## src/inc/ntbt_pkg.sv

```systemverilog
/*
 * ntbt_pkg: shared constants for the board-test chain block.
 * Assumes nothing of its surroundings; used only by the design top.
 */
package ntbt_pkg;
    // input synchroniser depth for pins
    localparam int unsigned SYNC_STAGES = 3;
    // default chain widths
    localparam int unsigned BC_MISC_W = 128;
    localparam int unsigned MC_MISC_W = 64;
    localparam int unsigned HD_W = 32;
    localparam int unsigned MD_W = 32;
    localparam int unsigned PAR_W = 4;
    // reset values of the outputs
    localparam logic KBSEL_RST = 1'b1;
    localparam logic IRQ_RST = 1'b0;
endpackage : ntbt_pkg

```

## src/hw/ntbt_top.sv

```systemverilog
/*
 * ntbt_top: two chained test trees of the two-chip set, board-test pin mux,
 * bidirectional pin direction override while test select is high.
 * Holds the pin synchronisers, the agreement filter, both nand chains,
 * the registered output mux and the registered bidirectional enables.
 * Assumes all chain pins are asynchronous to mclk and the tester paces
 * its test cycles far slower than the synchroniser plus output flop.
 * Assumes the tester keeps to the entry sequences and the lowering order;
 * neither is checked here, a wrong order just gives a wrong toggle count.
 * Assumes the pad ring turns the enable and drive value into the pin.
 */
// How it works
// - bus chip tree drives keyboard select output
// - memory chip tree drives interrupt output
// - test select high turns bidirectionals into inputs
// - bus chain ends power-on reset, test select
// - data, memory data, parity join tree
`timescale 1ns/1ps
`default_nettype none
module ntbt_top #(
    parameter int unsigned BC_W = ntbt_pkg::BC_MISC_W,
    parameter int unsigned MC_W = ntbt_pkg::MC_MISC_W,
    parameter int unsigned HD_W = ntbt_pkg::HD_W,
    parameter int unsigned MD_W = ntbt_pkg::MD_W,
    parameter int unsigned PAR_W = ntbt_pkg::PAR_W
) (
    input wire logic mclk, // system clock
    input wire logic nrst, // async reset, low
    input wire logic test_select_in, // board test select pin
    input wire logic por_in, // power-on reset pin
    input wire logic processor_reset_in, // processor reset pin
    input wire logic [BC_W-1:0] bc_chain_in, // bus chip chain pins, bit 0 first
    input wire logic [MC_W-1:0] mc_chain_in, // memory chip plain chain pins
    input wire logic [HD_W-1:0] host_data_bus_in, // host data pin level
    input wire logic [HD_W-1:0] host_data_bus_fn_out, // core drive value
    input wire logic host_data_bus_fn_oe, // core drive enable
    output logic [HD_W-1:0] host_data_bus_out, // host data pin drive
    output logic host_data_bus_oe, // host data enable
    input wire logic [MD_W-1:0] memory_data_bus_in, // memory data pin level
    input wire logic [MD_W-1:0] memory_data_bus_fn_out, // core drive value
    input wire logic memory_data_bus_fn_oe, // core drive enable
    output logic [MD_W-1:0] memory_data_bus_out, // memory data pin drive
    output logic memory_data_bus_oe, // memory data enable
    input wire logic [PAR_W-1:0] memory_parity_bits_in, // parity pin level
    input wire logic [PAR_W-1:0] memory_parity_bits_fn_out, // core drive value
    input wire logic memory_parity_bits_fn_oe, // core drive enable
    output logic [PAR_W-1:0] memory_parity_bits_out, // parity pin drive
    output logic memory_parity_bits_oe, // parity enable
    input wire logic keyboard_select_fn_n, // functional keyboard select
    input wire logic coproc_interrupt_fn, // functional interrupt
    output logic keyboard_select_out_n, // keyboard select pin
    output logic coproc_interrupt_out // interrupt pin
);
    // chain lengths: pins plus por or processor reset, plus test select
    localparam int unsigned BCN = BC_W + 2;
    localparam int unsigned MCN = MC_W + HD_W + MD_W + PAR_W + 2;
    // one synchronised copy of every chain entry, plus test select on its own last
    localparam int unsigned AW = BCN + MCN + 1;

    // raw pin levels, all asynchronous to mclk
    logic [AW-1:0] pins;
    // three-stage synchroniser
    logic [AW-1:0] s1_r;
    logic [AW-1:0] s2_r;
    logic [AW-1:0] s3_r;
    // accepted pin levels after the agreement filter
    logic [AW-1:0] q_r;
    logic [AW-1:0] q_nxt;
    // chain vectors in tree order, lsb first
    logic [BCN-1:0] bc_v;
    logic [MCN-1:0] mc_v;
    // tree stage outputs; the top bit is the tree output
    logic [BCN-1:0] bc_t;
    logic [MCN-1:0] mc_t;
    // filtered test select and the lagged output mux select
    logic test_q;
    logic mode_r;
    logic mode_nxt;
    // next values of the registered pins
    logic kb_nxt;
    logic irq_nxt;
    logic hd_oe_nxt;
    logic md_oe_nxt;
    logic par_oe_nxt;
    // drive values of the bidirectional pins
    logic [HD_W-1:0] hd_nxt;
    logic [MD_W-1:0] md_nxt;
    logic [PAR_W-1:0] par_nxt;

    // bus chip chain ends with power-on reset, then test select
    assign bc_v = {test_select_in, por_in, bc_chain_in};
    // memory chip chain takes the floated data, memory and parity pins;
    // they only reach the tree as inputs because test mode drops the enables
    assign mc_v = {test_select_in,
                   processor_reset_in,
                   memory_parity_bits_in,
                   memory_data_bus_in,
                   host_data_bus_in,
                   mc_chain_in};
    // test select is carried once more on its own so the mode has one source
    assign pins = {test_select_in, mc_v, bc_v};

    // agreement filter: a level is taken only once stages two and three
    // match, so a pin caught mid-transition cannot flip a tree stage twice
    always_comb begin
        q_nxt = q_r;
        for (int i = 0; i < AW; i++) begin
            if (s2_r[i] == s3_r[i]) begin
                q_nxt[i] = s3_r[i];
            end else begin
                q_nxt[i] = q_r[i];
            end
        end
    end

    // synchroniser and filter registers; stage one is read only by stage two.
    // all stages clear to 0 like the filter so no false test mode follows reset
    always_ff @(posedge mclk or negedge nrst) begin
        if (!nrst) begin
            s1_r <= '0;
            s2_r <= '0;
            s3_r <= '0;
            q_r <= '0;
        end else begin
            s1_r <= pins;
            s2_r <= s1_r;
            s3_r <= s2_r;
            q_r <= q_nxt;
        end
    end

    assign test_q = q_r[AW-1];

    // stage i nands its pin with the previous stage; lowering pins from
    // bit 0 upward flips the tail once per step
    // with every pin high the output is 1 for an even stage count, else 0
    generate
        // bus chip tree
        for (genvar g = 0; g < BCN; g++) begin : g_bc
            if (g == 0) begin : g_first
                assign bc_t[g] = ~q_r[g];
            end else begin : g_next
                assign bc_t[g] = ~(q_r[g] & bc_t[g-1]);
            end
        end
        // memory chip tree, taken from the upper part of the filtered pins
        for (genvar g = 0; g < MCN; g++) begin : g_mc
            if (g == 0) begin : g_first
                assign mc_t[g] = ~q_r[BCN+g];
            end else begin : g_next
                assign mc_t[g] = ~(q_r[BCN+g] & mc_t[g-1]);
            end
        end
    endgenerate

    // mode lags test select one cycle so the final toggle, caused by
    // test select itself going low, still reaches the pins
    always_comb begin
        mode_nxt = test_q;

        // tree outputs replace the functional values while mode is on
        if (mode_r) begin
            kb_nxt = bc_t[BCN-1];
            irq_nxt = mc_t[MCN-1];
        end else begin
            kb_nxt = keyboard_select_fn_n;
            irq_nxt = coproc_interrupt_fn;
        end

        // enables drop with the filtered test select, not the lagged mode,
        // so the pins are already inputs before the trees are shown
        hd_oe_nxt = host_data_bus_fn_oe & ~test_q;
        md_oe_nxt = memory_data_bus_fn_oe & ~test_q;
        par_oe_nxt = memory_parity_bits_fn_oe & ~test_q;

        // drive values keep passing; with the enable low they never leave
        hd_nxt = host_data_bus_fn_out;
        md_nxt = memory_data_bus_fn_out;
        par_nxt = memory_parity_bits_fn_out;
    end

    // output registers; the keyboard select idles high out of reset
    always_ff @(posedge mclk or negedge nrst) begin
        if (!nrst) begin
            // lagged mode
            mode_r <= 1'b0;
            // tree or functional outputs
            keyboard_select_out_n <= ntbt_pkg::KBSEL_RST;
            coproc_interrupt_out <= ntbt_pkg::IRQ_RST;
            // bidirectional pins start as inputs
            host_data_bus_oe <= 1'b0;
            memory_data_bus_oe <= 1'b0;
            memory_parity_bits_oe <= 1'b0;
            // drive values
            host_data_bus_out <= '0;
            memory_data_bus_out <= '0;
            memory_parity_bits_out <= '0;
        end else begin
            mode_r <= mode_nxt;
            keyboard_select_out_n <= kb_nxt;
            coproc_interrupt_out <= irq_nxt;
            host_data_bus_oe <= hd_oe_nxt;
            memory_data_bus_oe <= md_oe_nxt;
            memory_parity_bits_oe <= par_oe_nxt;
            host_data_bus_out <= hd_nxt;
            memory_data_bus_out <= md_nxt;
            memory_parity_bits_out <= par_nxt;
        end
    end
endmodule : ntbt_top
`default_nettype wire

```

## config.mk

```make
export PLATFORM = sky130hd
export DESIGN_NAME = ntbt_top
export DESIGN_NICKNAME = d
export VERILOG_FILES = /design/src/inc/ntbt_pkg.sv /design/src/hw/ntbt_top.sv
export SDC_FILE = /design/constraint.sdc
export NUM_CORES = 1
export LEC_CHECK = 0
export BUFFER_PORTS_ARGS = -buffer_cell sky130_fd_sc_hd__buf_2
export CAP_MARGIN = 20
export CORE_UTILIZATION = 55
export CTS_BUF_LIST = sky130_fd_sc_hd__clkbuf_8
export DETAILED_ROUTE_END_ITERATION = 12
export PLACE_DENSITY = 0.8
export SLEW_MARGIN = 20
export SYNTH_ARGS = -nofsm -noshare
export SYNTH_HDL_FRONTEND = slang
export SYNTH_SLANG_ARGS = --single-unit
```

## constraint.sdc

```tcl
create_clock -name mclk -period 4.7 [get_ports mclk]
set_input_delay 0.235 -clock mclk [delete_from_list [all_inputs] [get_ports mclk]]
set_output_delay 0.235 -clock mclk [all_outputs]
set_load 0.01 [all_outputs]
```

=== After elaboration in Yosys (flattened, before gate mapping) ===
Cells that the tools add are included.

* Register bits: 1131
* Input bits: 338
* Output and inout port bits: 73
* Word-level logic and storage cells: 1074

* Equality and inequality tests: 265
* Muxes and demuxes: 2
* Bitwise logic cells: 530

{| class="wikitable"
|+ Operators with widths
! kind !! number
|-
| $and A1 B1 Y1 || 265
|-
| $eq A1 B1 Y1 || 265
|-
| $not A1 Y1 || 265
|-
| $mux W1 || 2
|}

=== Depth between registers and ports, before layout ===
Gate-level depths: netlist (run 1).

* Depth after elaboration: 268
* Gate-level depth with buffers: 7
* Mapped depth without buffers: 7

=== Worst setup path after synthesis (run 1) ===
No wires, ideal clock.

* Path kind: reg-to-reg
* From: reg q_r[95]
* To: reg keyboard_select_out_n
* Setup time: 72 ps
* Data arrival time: 1449 ps
* Required time: 4628 ps
* Setup slack: 3179 ps
* Stages on the path, launching flop included: 7
* Buffers on the path: 0
* Clock period less this slack: 1521 ps
* Cells stage by stage: dfrtp_1 > clkinv_1 > o21ai_1 > a2111o_1 > a2111oi_2 > o2111ai_1 > o21ai_1

* Cells in the longest elaborated chain, start to end: 71

{| class="wikitable"
|+ Ends and longest elaborated chain
! what !! line !! RTL
|-
| from (decl) || ntbt_top.sv:67 || <nowiki>logic [AW-1:0] q_r;</nowiki>
|-
| from (signal assigned) || ntbt_top.sv:128 || <nowiki>q_r <= q_nxt;</nowiki>
|-
| $and A1 B1 Y1 || ntbt_top.sv:143 || <nowiki>assign bc_t[g] = ~(q_r[g] & bc_t[g-1]);</nowiki>
|-
| $not A1 Y1 || ntbt_top.sv:143 ||
|-
| $and A1 B1 Y1 || ntbt_top.sv:143 ||
|-
| $not A1 Y1 || ntbt_top.sv:143 ||
|-
| $and A1 B1 Y1 || ntbt_top.sv:143 ||
|-
| $not A1 Y1 || ntbt_top.sv:143 ||
|-
| $and A1 B1 Y1 || ntbt_top.sv:143 ||
|-
| $not A1 Y1 || ntbt_top.sv:143 ||
|-
| (+56 left out) || n/a ||
|-
| $and A1 B1 Y1 || ntbt_top.sv:143 ||
|-
| $not A1 Y1 || ntbt_top.sv:143 ||
|-
| $and A1 B1 Y1 || ntbt_top.sv:143 ||
|-
| $not A1 Y1 || ntbt_top.sv:143 ||
|-
| $and A1 B1 Y1 || ntbt_top.sv:143 ||
|-
| $not A1 Y1 || ntbt_top.sv:143 ||
|-
| $mux W1 || ntbt_top.sv:162 || <nowiki>if (mode_r) begin</nowiki>
|-
| via kb_nxt || ntbt_top.sv:80 || <nowiki>logic kb_nxt;</nowiki>
|-
| to (signal assigned) || ntbt_top.sv:188 || <nowiki>keyboard_select_out_n <= ntbt_pkg::KBSEL_RST;</nowiki>
|-
| to (signal assigned) || ntbt_top.sv:200 || <nowiki>keyboard_select_out_n <= kb_nxt;</nowiki>
|-
| to (decl) || ntbt_top.sv:51 || <nowiki>output logic keyboard_select_out_n,</nowiki>
|}

The timed path passes the listed nets, and every way through them passes these cells.
A chain may end at the register's enable or synchronous reset.

=== Worst setup path in the final report (run 1) ===
* From: reg q_r[75]
* To: reg keyboard_select_out_n

* Cells in the longest elaborated chain, start to end: 111

{| class="wikitable"
|+ Ends and longest elaborated chain
! what !! line
|-
| $and A1 B1 Y1 || ntbt_top.sv:143
|-
| $not A1 Y1 || ntbt_top.sv:143
|-
| $and A1 B1 Y1 || ntbt_top.sv:143
|-
| $not A1 Y1 || ntbt_top.sv:143
|-
| $and A1 B1 Y1 || ntbt_top.sv:143
|-
| $not A1 Y1 || ntbt_top.sv:143
|-
| $and A1 B1 Y1 || ntbt_top.sv:143
|-
| $not A1 Y1 || ntbt_top.sv:143
|-
| (+96 left out) || n/a
|-
| $and A1 B1 Y1 || ntbt_top.sv:143
|-
| $not A1 Y1 || ntbt_top.sv:143
|-
| $and A1 B1 Y1 || ntbt_top.sv:143
|-
| $not A1 Y1 || ntbt_top.sv:143
|-
| $and A1 B1 Y1 || ntbt_top.sv:143
|-
| $not A1 Y1 || ntbt_top.sv:143
|-
| $mux W1 || ntbt_top.sv:162
|-
| via kb_nxt || ntbt_top.sv:80
|}

The timed path passes the listed nets, and every way through them passes these cells.

==> results of run 1 <==
==> metal layers <==
metal	part of all wire	GRT usage	up-vias
li1	-	-	7378
met1	0.38	0.311	9006
met2	0.55	0.463	505
met3	0.041	0.0566	166
met4	0.036	0.120	0
met5	0	0	-
==> per-stage QoR <==
stage               hold WS (ns)  cell area [um^2]  total power, mW  cells
CTS                     0.000614             42000             19.4   3455
floorplan                -0.0606             32100             11.0   1633
global placement           0.333             35300             11.5   2827
finish                    0.0784             42000             19.5   3461
global route              0.0200             42000             20.3   3460
detailed placement         0.335             35300             11.6   2827
==> cells by family (layout without fill, tap and decap cells) <==
kind of cell | Yosys count | after routing | synth area share
other | 0 | 6 | 0
AND/OR/NAND/NOR | 87 | 87 | 0.0139
AO/OA/AOI/OAI | 106 | 106 | 0.0197
flip-flops | 1126 | 1126 | 0.878
adder cells (fa/ha/maj) | 263 | 263 | 0.0821
buffers and inverters | 51 | 1108 | 0.00597
==> cell usage in the layout (no fill, tap or decap), drive strengths merged, types with 3 or more instances in the layout <==
cell type and count:
nand4 15, dlygate4sd3 338, diode 6, maj3 263
buf 429, a21o 5, a211oi 5, clkinv 11
nand3 33, inv 120, nor2b 5, a21oi 26
nand2b 3, o2111ai 3, clkinvlp 4, o21ai 51
dfrtp 1125, clkbuf 203, nand2 23, bufinv 3
==> worst max-delay path, delay by kind of cell, from the launching register on <==
family / cells / cell delay [ns]
DFF: 1 / 0.41
AOI/OAI and AO/OA: 5 / 1.72
and+or+nand+nor: 1 / 0.11
==> path summary, 6_finish.rpt <==
check / from / to / slack [ns] / cells past startpoint
max: q_r[75] / keyboard_select_out_n / 2.34 / 6
min: memory_data_bus_in[2] / s1_r[228] / 0.08 / 2
max reg2reg: q_r[75] / keyboard_select_out_n / 2.34 / 6
min reg2reg: s1_r[78] / s2_r[78] / 0.33 / 0
max in group asynchronous: nrst / s2_r[34] / 2.97 / 3
min in group asynchronous: nrst / s1_r[15] / 0.13 / 2
==> final cells by class <==
cell class / instances / area, um^2 / area share
sequential: 1126 / 28200 / 0.671
antenna: 6 / 15.0 / 0.000358
clock inverter: 87 / 502 / 0.0119
inverter: 51 / 191 / 0.00456
tap: 765 / 957 / 0.0228
timing repair buffer: 767 / 5640 / 0.134
clock buffer: 203 / 2790 / 0.0665
multi-input combinational: 456 / 3710 / 0.0884
==> registers in the layout, indices dropped and copies added (netlist names), 4 cells and up <==
name                    cells
s1_r                      263
memory_data_bus_out        32
host_data_bus_out          32
memory_parity_bits_out      4
s2_r                      263
s3_r                      263
q_r                       263
==> power breakdown <==
group / internal (mW) / leakage, nW / total (mW) / switching [mW]
registers: 10.3 / 13.1 / 10.7 / 0.373
clock network: 4.08 / 1.92 / 7.84 / 3.76
logic: 0.520 / 4.23 / 1.02 / 0.500
==> timing repair <==
item                      4_1_cts  5_1_grt
hold endpoints to repair      438        0
hold buffers                  338        0
gates resized for setup         0        0
==> results.tsv, run 1 <==
stage	metric	value	unit
clocking	clock sink count	1126	
clocking	Worst-Skew Late Latency	0.80	ns
synth	synthesized cell area	32100	um^2
synth	register bit total from synthesis	1126	
worst_setup_path	Critical-path top delay cell	a21oi_1	
die	initial core utilization	0.556	
synth	leading area contributor after synthesis	dfrtp_1	
global_routing	first-pass GRT wire length	116000	um
synth	Post-synth top cells	dfrtp_1, maj3_1, inv_1, nand3_1, o21ai_0	
sta	RSZ-0062 raised after global routing	false	
die	core box area	57700	um^2
global_routing	grt total ovfl	0	
layout	Layout area overhead	30.9	%
sta	TNS Setup	0	ns
global_routing	initial antenna violation count	6	
worst_setup_path	WP data required	5.40	ns
global_routing	All-Layer GR Usage	0.263	
sta	Achievable Freq	424	MHz
drt	Routed WL per cell	21.5	um
die	Die W	244	um
synth	top_reg_cell synth	dfrtp_1	
worst_setup_path	critical path type	reg2reg	
global_routing	number of global-route vias before repair	20183	
synth	top cell type's share of synthesized area	0.878	
power	VDD IR max	0.369	mV
clocking	Clock Path Buffers	3	
die	Row Count	88	
power	Leak	19.3	nW
clocking	total CTS buffers	166	
status	status	complete, no violations	
synth	Netlist cell types	38	
synth	async set-reset flop share out of synthesis	1.00	
placed_design	global placement routability congestion	0.826	
sta	fin crit share	0.502	
sta	Slew @ Worst Pin	1.02	ns
layout	Final nets	2906	
placed_design	Port Buffers	410	
synth	count leader, synth	dfrtp_1	
sta	Worst Skew	0.0407	ns
sta	Final Slew Violations	0	
drt	DRC	0	
placed_design	detailed placer's ending HPWL	39400	um
synth	warnings from Yosys	0	
placed_design	pre-CTS WS	2.26	ns
worst_setup_path	critical path, cell by cell	nand3_1 > a21o_1 > a211oi_1 > o211ai_1 > a21oi_1 > o21ai_1	
drt	drt total wl	74300	um
sta	fin crit period	2.36	ns
sta	Rel. slew slack	0.318	
power	Power Dens Cells	465	nW/um^2
clocking	register clock-pin slew on the reported worst setup and hold paths	0.08	ns
die	# IOs	411	
synth	Syn Area/Cell	19.6	um^2
job	MaxCap Viol Count	0	
synth	Seq/Total Area, Yosys	0.878	
clocking	H-tree levels	4	
clocking	post-CTS setup buffers	0	
worst_setup_path	Critical Path AT	3.06	ns
drt	antenna viol nets, final	0	
synth	synth top area cells	dfrtp_1, maj3_1, inv_1	
worst_setup_path	Critical Path Start Type	flip-flop	
sta	final worst slack	2.34	ns
drt	Initial DRC Count	837	
die	die area	59300	um^2
die	die span in y	244	um
worst_setup_path	crit path max fanout	3	
worst_setup_path	crit end category	flip-flop	
drt	via count	17055	
sta	Final Hold Viols	0	
clocking	CTS Root Cell	clkbuf_8	
layout	post-layout util	0.728	
drt	vias per inst	4.93	
drt	Pre-antenna DRT Iters	6	
layout	share of cells above drive strength 1	0.246	
hold_path	hold crit path type	in2reg	
sta	Final setup viols	0	
global_routing	pin count of the biggest net entering global routing	159	
synth	Post-synth EDFFs	0	
layout	number of fill cells	3289	
worst_setup_path	slowest stage delay, CP	0.58	ns
synth	Gate Count Post-Synth	1633	
clocking	CTS tree	built	
synth	Post-Syn Nets	1971	
(Power assumes the default switching activity.)
==> run 2: changes to the inputs <==
--- a/config.mk
+++ b/config.mk
@@ -7,10 +7,10 @@
 export LEC_CHECK = 0
 export BUFFER_PORTS_ARGS = -buffer_cell sky130_fd_sc_hd__buf_2
 export CAP_MARGIN = 20
-export CORE_UTILIZATION = 55
+export CORE_UTILIZATION = 53
 export CTS_BUF_LIST = sky130_fd_sc_hd__clkbuf_8
 export DETAILED_ROUTE_END_ITERATION = 12
-export PLACE_DENSITY = 0.8
+export PLACE_DENSITY = 0.81
 export SLEW_MARGIN = 20
 export SYNTH_ARGS = -nofsm -noshare
 export SYNTH_HDL_FRONTEND = slang
==> constraint.sdc (replaced) <==
create_clock -name mclk -period 2.1 [get_ports mclk]
set_input_delay 0.105 -clock mclk [delete_from_list [all_inputs] [get_ports mclk]]
set_output_delay 0.105 -clock mclk [all_outputs]
set_load 0.01 [all_outputs]
==> run 2 against run 1 <==
  * The run now fails in clock tree synthesis
  * Synthesized cell count did not move
  * Synthesized area did not move
==> results.tsv, run 2 <==
stage	metric	value	unit	change
synth	Seq/Total Area, Yosys	0.878		unchanged
placed_design	pre-CTS WS	-0.265	ns	-2.53 ns
placed_design	global placement routability congestion	0.843		+2.1%
synth	count leader, synth	dfrtp_1		
synth	top cell type's share of synthesized area	0.878		unchanged
status	stage reached	clock tree synthesis		
clocking	total CTS buffers	168		+1.2%
synth	Post-Syn Nets	1971		unchanged
status	status	did not finish		
clocking	H-tree levels	4		unchanged
synth	Post-synth EDFFs	0		unchanged
synth	synth top area cells	dfrtp_1, maj3_1, inv_1		
synth	Post-synth top cells	dfrtp_1, maj3_1, inv_1, nand3_1, o21ai_0		
synth	Gate Count Post-Synth	1633		unchanged
die	# IOs	411		unchanged
synth	Netlist cell types	38		unchanged
placed_design	Placement Cell Area	35600	um^2	+0.91%
placed_design	Port Buffers	410		unchanged
die	Die W	248	um	+1.9%
clocking	post-CTS setup buffers	0		unchanged
synth	leading area contributor after synthesis	dfrtp_1		
status	Log Error	[ERROR RSZ-0060] Max buffer count reached.		
clocking	cts hold-fix bufs	632		+87%
clocking	Clock Path Buffers	3		unchanged
die	initial core utilization	0.539		-0.0165
synth	top_reg_cell synth	dfrtp_1		
die	die span in y	248	um	+1.9%
clocking	CTS resizes	1		+1
synth	synthesized cell area	32100	um^2	unchanged
placed_design	detailed placer's ending HPWL	41000	um	+4.0%
synth	Syn Area/Cell	19.6	um^2	unchanged
synth	register bit total from synthesis	1126		unchanged
synth	async set-reset flop share out of synthesis	1.00		unchanged
synth	warnings from Yosys	0		unchanged
die	Row Count	89		+1.1%
clocking	CTS Root Cell	clkbuf_8		
clocking	clock sink count	1126		unchanged
run 2: through the flow:
| step | instances | setup TNS, ns |
|---|---|---|
| floorplan | 1633 | 0 |
| global placement | 2860 | -0.212 |
| detailed placement | 2860 | -0.265 |
run 2: cell families after synthesis:
kind of cell	share of synthesized area
AO/OA/AOI/OAI	0.0197
adder cells (fa/ha/maj)	0.0821
flip-flops	0.878
buffers and inverters	0.00597
AND/OR/NAND/NOR	0.0139
==> run 3: changes to the inputs <==
--- a/config.mk
+++ b/config.mk
@@ -7,10 +7,9 @@
 export LEC_CHECK = 0
 export BUFFER_PORTS_ARGS = -buffer_cell sky130_fd_sc_hd__buf_2
 export CAP_MARGIN = 20
-export CORE_UTILIZATION = 53
-export CTS_BUF_LIST = sky130_fd_sc_hd__clkbuf_8
+export CORE_UTILIZATION = 40
 export DETAILED_ROUTE_END_ITERATION = 12
-export PLACE_DENSITY = 0.81
+export PLACE_DENSITY_LB_ADDON = 0.15
 export SLEW_MARGIN = 20
 export SYNTH_ARGS = -nofsm -noshare
 export SYNTH_HDL_FRONTEND = slang
==> constraint.sdc (replaced) <==
create_clock -name mclk -period 2.7 [get_ports mclk]
set_input_delay 0.135 -clock mclk [delete_from_list [all_inputs] [get_ports mclk]]
set_output_delay 0.135 -clock mclk [all_outputs]
set_load 0.01 [all_outputs]
==> run 3 against run 2 <==
  * The run now ends clean
==> results.tsv, run 3 (synthesis results as in run 1) <==
stage	metric	value	unit	change
worst_setup_path	slowest stage delay, CP	0.56	ns	
global_routing	number of global-route vias before repair	18335		
worst_setup_path	crit path launch	q_r[183]		
global_routing	first-pass GRT wire length	98400	um	
placed_design	Inst Count DP	3131		+9.5%
worst_setup_path	critical path type	reg2reg		
clocking	Clock Path Buffers	3		unchanged
layout	most common cell after layout, fill and taps aside	dfrtp_1		
worst_setup_path	Critical-path top delay cell	nor4_2		
placed_design	Port Buffers	410		unchanged
clocking	Worst-Skew Late Latency	0.64	ns	
layout	number of fill cells	6280		
layout	commonest cells after routing, fill and taps aside	dfrtp_1, buf_2, dlygate4sd3_1, maj3_1, clkbuf_16		
clocking	CTS tree	built		
global_routing	grt total ovfl	0		
worst_setup_path	CP bufs+invs	1		
drt	DRC	0		
worst_setup_path	RR Endpoint	coproc_interrupt_out		
worst_setup_path	reg-to-reg critical path startpoint	q_r[183]		
global_routing	pin count of the biggest net entering global routing	108		
worst_setup_path	crit end category	flip-flop		
power	Leak	19.4	nW	
worst_setup_path	Critical Path Start Type	flip-flop		
worst_setup_path	R2R setup slack	0.69	ns	
drt	antenna viol nets, final	0		
drt	Pre-antenna DRT Iters	4		
global_routing	All-Layer GR Usage	0.154		
die	Row Count	103		+16%
die	die area	81300	um^2	
drt	Initial DRC Count	591		
sta	Final Slew Violations	0		
sta	Slew @ Worst Pin	0.755	ns	
worst_setup_path	Critical Path Sink	coproc_interrupt_out		
sta	TNS Setup	0	ns	
layout	Final nets	2869		
sta	fin crit period	2.01	ns	
layout	Layout area overhead	34.5	%	
clocking	CTS Root Cell	clkbuf_16		
status	status	complete, no violations		
placed_design	global placement routability congestion	0.759		-9.9%
worst_setup_path	WP data required	3.26	ns	
worst_setup_path	crit path max fanout	3		
placed_design	detailed placer's ending HPWL	39300	um	-4.1%
hold_path	hold crit path type	in2async		
drt	via count	15986		
clocking	H-tree levels	3		-1
clocking	clock sink count	1126		unchanged
power	Power Dens Cells	836	nW/um^2	
worst_setup_path	critical path, cell by cell	inv_1 > o21ai_1 > a21o_1 > a211oi_1 > nand2_1 > nor4_2 > o31a_1		
worst_setup_path	Critical Path AT	2.58	ns	
sta	Rel. slew slack	0.496		
layout	register area	28200	um^2	
global_routing	initial antenna violation count	6		
drt	vias per inst	4.35		
clocking	register clock-pin slew on the reported worst setup and hold paths	0.06	ns	
clocking	total CTS buffers	111		-34%
sta	Worst Skew	0.0200	ns	
die	initial core utilization	0.405		-0.134
layout	Multi-input gate area	3720	um^2	
sta	RSZ-0062 raised after global routing	false		
drt	Routed WL per cell	16.3	um	
clocking	cts hold-fix bufs	337		-47%
die	# IOs	411		unchanged
sta	Final Hold Viols	0		
drt	drt total wl	59900	um	
die	core box area	79100	um^2	
worst_setup_path	worst reg2reg path depth	7		
power	VDD IR max	0.574	mV	
worst_setup_path	cell family with most CP delay	compound AO/OA/AOI/OAI gates		
job	MaxCap Viol Count	0		
clocking	post-CTS setup buffers	0		unchanged
layout	final std cells w/o fill	3672		
sta	Achievable Freq	497	MHz	
layout	share of cells above drive strength 1	0.243		
die	Die W	285	um	+15%
die	die span in y	285	um	+15%
sta	fin crit share	0.745		
sta	Final setup viols	0		
clocking	CTS resizes	0		-1
worst_setup_path	CP Depth	7		
==> run 3: metrics by stage <==
stage | util | worst slack [ns] | cell area (um^2) | hold WS, ns | power [mW]
after floorplan | - | 1.18 | 32100 | -0.161 | 19.1
after global placement | 0.454 | 0.173 | 35900 | 0.177 | 20.1
after detailed placement | 0.454 | 0.528 | 35900 | 0.185 | 20.2
after CTS | 0.545 | 0.502 | 43100 | 0.0696 | 36.7
after global routing | 0.545 | 0.473 | 43200 | 0.0917 | 37.7
final | 0.545 | 0.689 | 43200 | 0.125 | 36.1
==> run 3: worst min-delay path by stage <==
stage | to | slack [ns]
floorplan | coproc_interrupt_out | -0.16
global placement | s1_r[253] | 0.18
detailed placement | s3_r[249] | 0.19
CTS | memory_data_bus_out[28] | 0.07
global route | host_data_bus_out[13] | 0.09
finish | s1_r[239] | 0.13
==> run 3: report_power, final <==
group	internal, mW	switching [mW]
Clock	9.71	6.17
Combinational	0.935	0.790
Sequential	17.9	0.539
Total	28.6	7.50
==> run 3: worst register-to-register path: stages, from the launching register on <==
cell and delay (ns):
dfrtp_1 0.39, inv_1 0.06, o21ai_1 0.06, a21o_1 0.20, a211oi_1 0.30, nand2_1 0.18
nor4_2 0.57, o31a_1 0.19
==> run 3: layout make-up <==
class	instances	area share
multi-input cells	456	0.0861
well taps	1050	0.0304
diodes	2	0.000116
clock buffers	154	0.0743
clock inverters	48	0.0153
flip-flops and latches	1126	0.653
inverters	51	0.00444
repair buffers	785	0.136
==> run 3: layer usage <==
layer  track usage  vias to the layer above  wire length [um]
met2         0.251                      343             29300
met1         0.206                     8201             26100
met4        0.0614                        2              2050
li1              -                     7302                 -
met3        0.0289                      138              2430
met5             0                        -                17
==> run 4: changes to the inputs <==
--- a/config.mk
+++ b/config.mk
@@ -5,6 +5,7 @@
 export SDC_FILE = /design/constraint.sdc
 export NUM_CORES = 1
 export LEC_CHECK = 0
+export ABC_AREA = 1
 export BUFFER_PORTS_ARGS = -buffer_cell sky130_fd_sc_hd__buf_2
 export CAP_MARGIN = 20
 export CORE_UTILIZATION = 40
==> constraint.sdc (replaced) <==
create_clock -name mclk -period 1.9 [get_ports mclk]
set_input_delay 0.095 -clock mclk [delete_from_list [all_inputs] [get_ports mclk]]
set_output_delay 0.095 -clock mclk [all_outputs]
set_load 0.01 [all_outputs]
==> run 4 against run 3 <==
  * The flow now finishes with violations (negative setup slack)
  * Synthesized cell count is 1.7% higher
  * Register-to-register slack worse by 6.0 ns
  * Wire length is 2.3% lower
  * Sequential cell count unchanged
  * Synthesized area is 0.74% lower
  * Utilization grew 1.7 points
  * Die area down 0.73%
  * First-iteration DRC count grew 24%
  * Global-route usage shrank 0.30 points
  * Critical endpoint unchanged
  * Highest routed layer unchanged
==> results.tsv, run 4 <==
stage	metric	value	unit	change
global_routing	number of global-route vias before repair	18700		+2.0%
synth	top cell type's share of synthesized area	0.884		+0.00652
worst_setup_path	reg-to-reg critical path startpoint	q_r[131]		
clocking	total CTS buffers	112		+0.90%
synth	leading area contributor after synthesis	dfrtp_1		
drt	vias per inst	4.20		-3.6%
power	Leak	20.5	nW	+5.9%
synth	register bit total from synthesis	1126		unchanged
die	Row Count	103		unchanged
status	status	finished with violations		
clocking	Worst-Skew Late Latency	0.66	ns	+0.02 ns
worst_setup_path	worst reg2reg path depth	133		+126
die	die area	80700	um^2	-0.73%
global_routing	grt total ovfl	0		unchanged
synth	top_reg_cell synth	dfrtp_1		
sta	RSZ-0062 raised after global routing	true		
hold_path	Hold Startpoint	memory_data_bus_in[16]		
worst_setup_path	R2R setup slack	-5.32	ns	-6.01 ns
synth	Netlist cell types	10		-74%
synth	synth top area cells	dfrtp_1, maj3_1, nand2_1		
sta	Worst Skew	0.0350	ns	+0.0150 ns
sta	Slew @ Worst Pin	0.875	ns	+0.119 ns
sta	Achievable Freq	138	MHz	-72%
sta	fin crit period	7.22	ns	+5.21 ns
synth	Seq/Total Area, Yosys	0.885		+0.00652
global_routing	first-pass GRT wire length	97000	um	-1.4%
sta	hold slack	0.0625	ns	-0.0626 ns
worst_setup_path	Top cell by count, worst path	nand2_1		
worst_setup_path	Critical Path AT	7.82	ns	+5.24 ns
layout	Final nets	3099		+8.0%
worst_setup_path	slowest stage delay, CP	0.38	ns	-0.18 ns
placed_design	Port Buffers	410		unchanged
layout	commonest cells after routing, fill and taps aside	dfrtp_1, buf_2, dlygate4sd3_1, maj3_1, nand2_1		
die	initial core utilization	0.404		-0.00167
worst_setup_path	critical path type	reg2reg		
status	violated checks	negative setup slack		
synth	Post-synth EDFFs	0		unchanged
layout	Layout area overhead	39.3	%	
synth	Post-Syn Nets	1999		+1.4%
drt	Pre-antenna DRT Iters	4		unchanged
worst_setup_path	crit path max fanout	2		-1
worst_setup_path	WP data required	2.50	ns	-0.76 ns
die	# IOs	411		unchanged
job	MaxCap Viol Count	0		unchanged
synth	Post-synth top cells	dfrtp_1, maj3_1, nand2_1, inv_1, nor2_1		
worst_setup_path	Critical Path Start Type	flip-flop		
hold_path	WHS Endpoint	s1_r[242]		
die	core box area	78900	um^2	-0.33%
worst_setup_path	Critical-path top delay cell	dfrtp_1		
global_routing	initial antenna violation count	7		+1
synth	count leader, synth	dfrtp_1		
synth	Syn Area/Cell	19.2	um^2	-2.4%
die	Die W	284	um	-0.37%
layout	post-layout util	0.562		+0.0169
clocking	CTS Root Cell	clkbuf_16		
layout	share of cells above drive strength 1	0.291		+0.0486
synth	warnings from Yosys	0		unchanged
sta	final worst slack	-5.32	ns	-6.01 ns
sta	Final Slew Violations	0		unchanged
placed_design	global placement routability congestion	0.823		+8.4%
global_routing	All-Layer GR Usage	0.151		-0.00300
hold_path	WHS Path Cells	2		
drt	via count	16391		+2.5%
global_routing	pin count of the biggest net entering global routing	115		+6.5%
synth	Gate Count Post-Synth	1661		+1.7%
sta	Rel. slew slack	0.415		-0.0814
clocking	H-tree levels	3		unchanged
power	Power Dens Cells	1150	nW/um^2	+37%
synth	synthesized cell area	31800	um^2	-0.74%
layout	most common cell after layout, fill and taps aside	dfrtp_1		
worst_setup_path	crit end category	flip-flop		
sta	Final Hold Viols	0		unchanged
placed_design	detailed placer's ending HPWL	37400	um	-4.8%
drt	drt total wl	58500	um	-2.3%
drt	Routed WL per cell	15.0	um	-8.2%
clocking	clock sink count	1126		unchanged
sta	Final setup viols	2		+2
clocking	CTS tree	built		
sta	fin crit share	3.80		+3.06
die	die span in y	284	um	-0.37%
clocking	Clock Path Buffers	3		unchanged
drt	Initial DRC Count	731		+24%
power	VDD IR max	0.747	mV	+30%
worst_setup_path	RR Endpoint	coproc_interrupt_out		
hold_path	hold crit path type	in2reg		
clocking	post-CTS setup buffers	0		unchanged
synth	async set-reset flop share out of synthesis	1.00		unchanged
drt	DRC	0		unchanged
drt	antenna viol nets, final	0		unchanged
clocking	register clock-pin slew on the reported worst setup and hold paths	0.06	ns	about the same
run 4: logic make-up after synthesis:
kind of cell | share of synthesized area
buf+inv | 0.000825
fa+ha+maj | 0.0827
simple gates | 0.0306
compound gates | 0.000982
flops | 0.885
run 4: how the worst max path moves through the flow:
stage              from              endpoint  cells past startpoint  slack, ns
2_1_floorplan  q_r[130]  coproc_interrupt_out                    134      -4.23
3_3_place_gp   q_r[130]  coproc_interrupt_out                    134      -5.49
3_5_place_dp   q_r[130]  coproc_interrupt_out                    134      -5.43
4_1_cts        q_r[131]  coproc_interrupt_out                    133      -5.53
5_1_grt        q_r[131]  coproc_interrupt_out                    133      -6.82
6_report       q_r[131]  coproc_interrupt_out                    133      -5.32
run 4: layer usage:
layer	up-vias	routed length, um	GRT usage
met4	6	2200	0.0633
met1	8266	24700	0.195
met5	-	42	0
li1	7623	-	-
met2	342	28900	0.249
met3	154	2610	0.0328
run 4: final cells by class:
class	count	area, um^2
fillers	6125	34500
flip-flops and latches	1126	28200
repair buffers	986	7430
multi-input cells	528	3640
clock buffers	163	3280
well taps	1050	1310
clock inverters	42	469
inverters	7	26.3
diodes	3	7.51
run 4: critical path, delay by kind of cell, from the launching register on:
kind | cells | cell delay, ns
AO/OA/AOI/OAI | 1 | 0.10
flip-flops | 1 | 0.38
AND/OR/NAND/NOR | 132 | 6.67
run 4: per-stage QoR:
step | std cells | area, um^2 | setup WS (ns) | power, mW | TNS (ns)
floorplan | 1661 | 31800 | -4.23 | 27.2 | -8.31
global placement | 3359 | 37200 | -5.49 | 29.2 | -10.75
finish | 3905 | 44300 | -5.32 | 51.0 | -10.35
CTS | 3902 | 44300 | -5.53 | 51.8 | -10.84
global route | 3904 | 44300 | -6.82 | 53.3 | -13.44
detailed placement | 3359 | 37200 | -5.43 | 29.3 | -10.77
run 4: timing repair:
action | in CTS | in global routing
hold endpoints to repair | 1349 | 0
endpoints found under the setup margin | 2 | 2
pin swaps | 0 | 0
resized for setup | 3 | 0
hold buffers | 338 | 0
run 4: power breakdown:
part / internal [mW] / total [mW] / switching (mW)
clock: 12.8 / 21.6 / 8.84
sequential: 25.5 / 26.2 / 0.704
combinational: 1.85 / 3.13 / 1.27
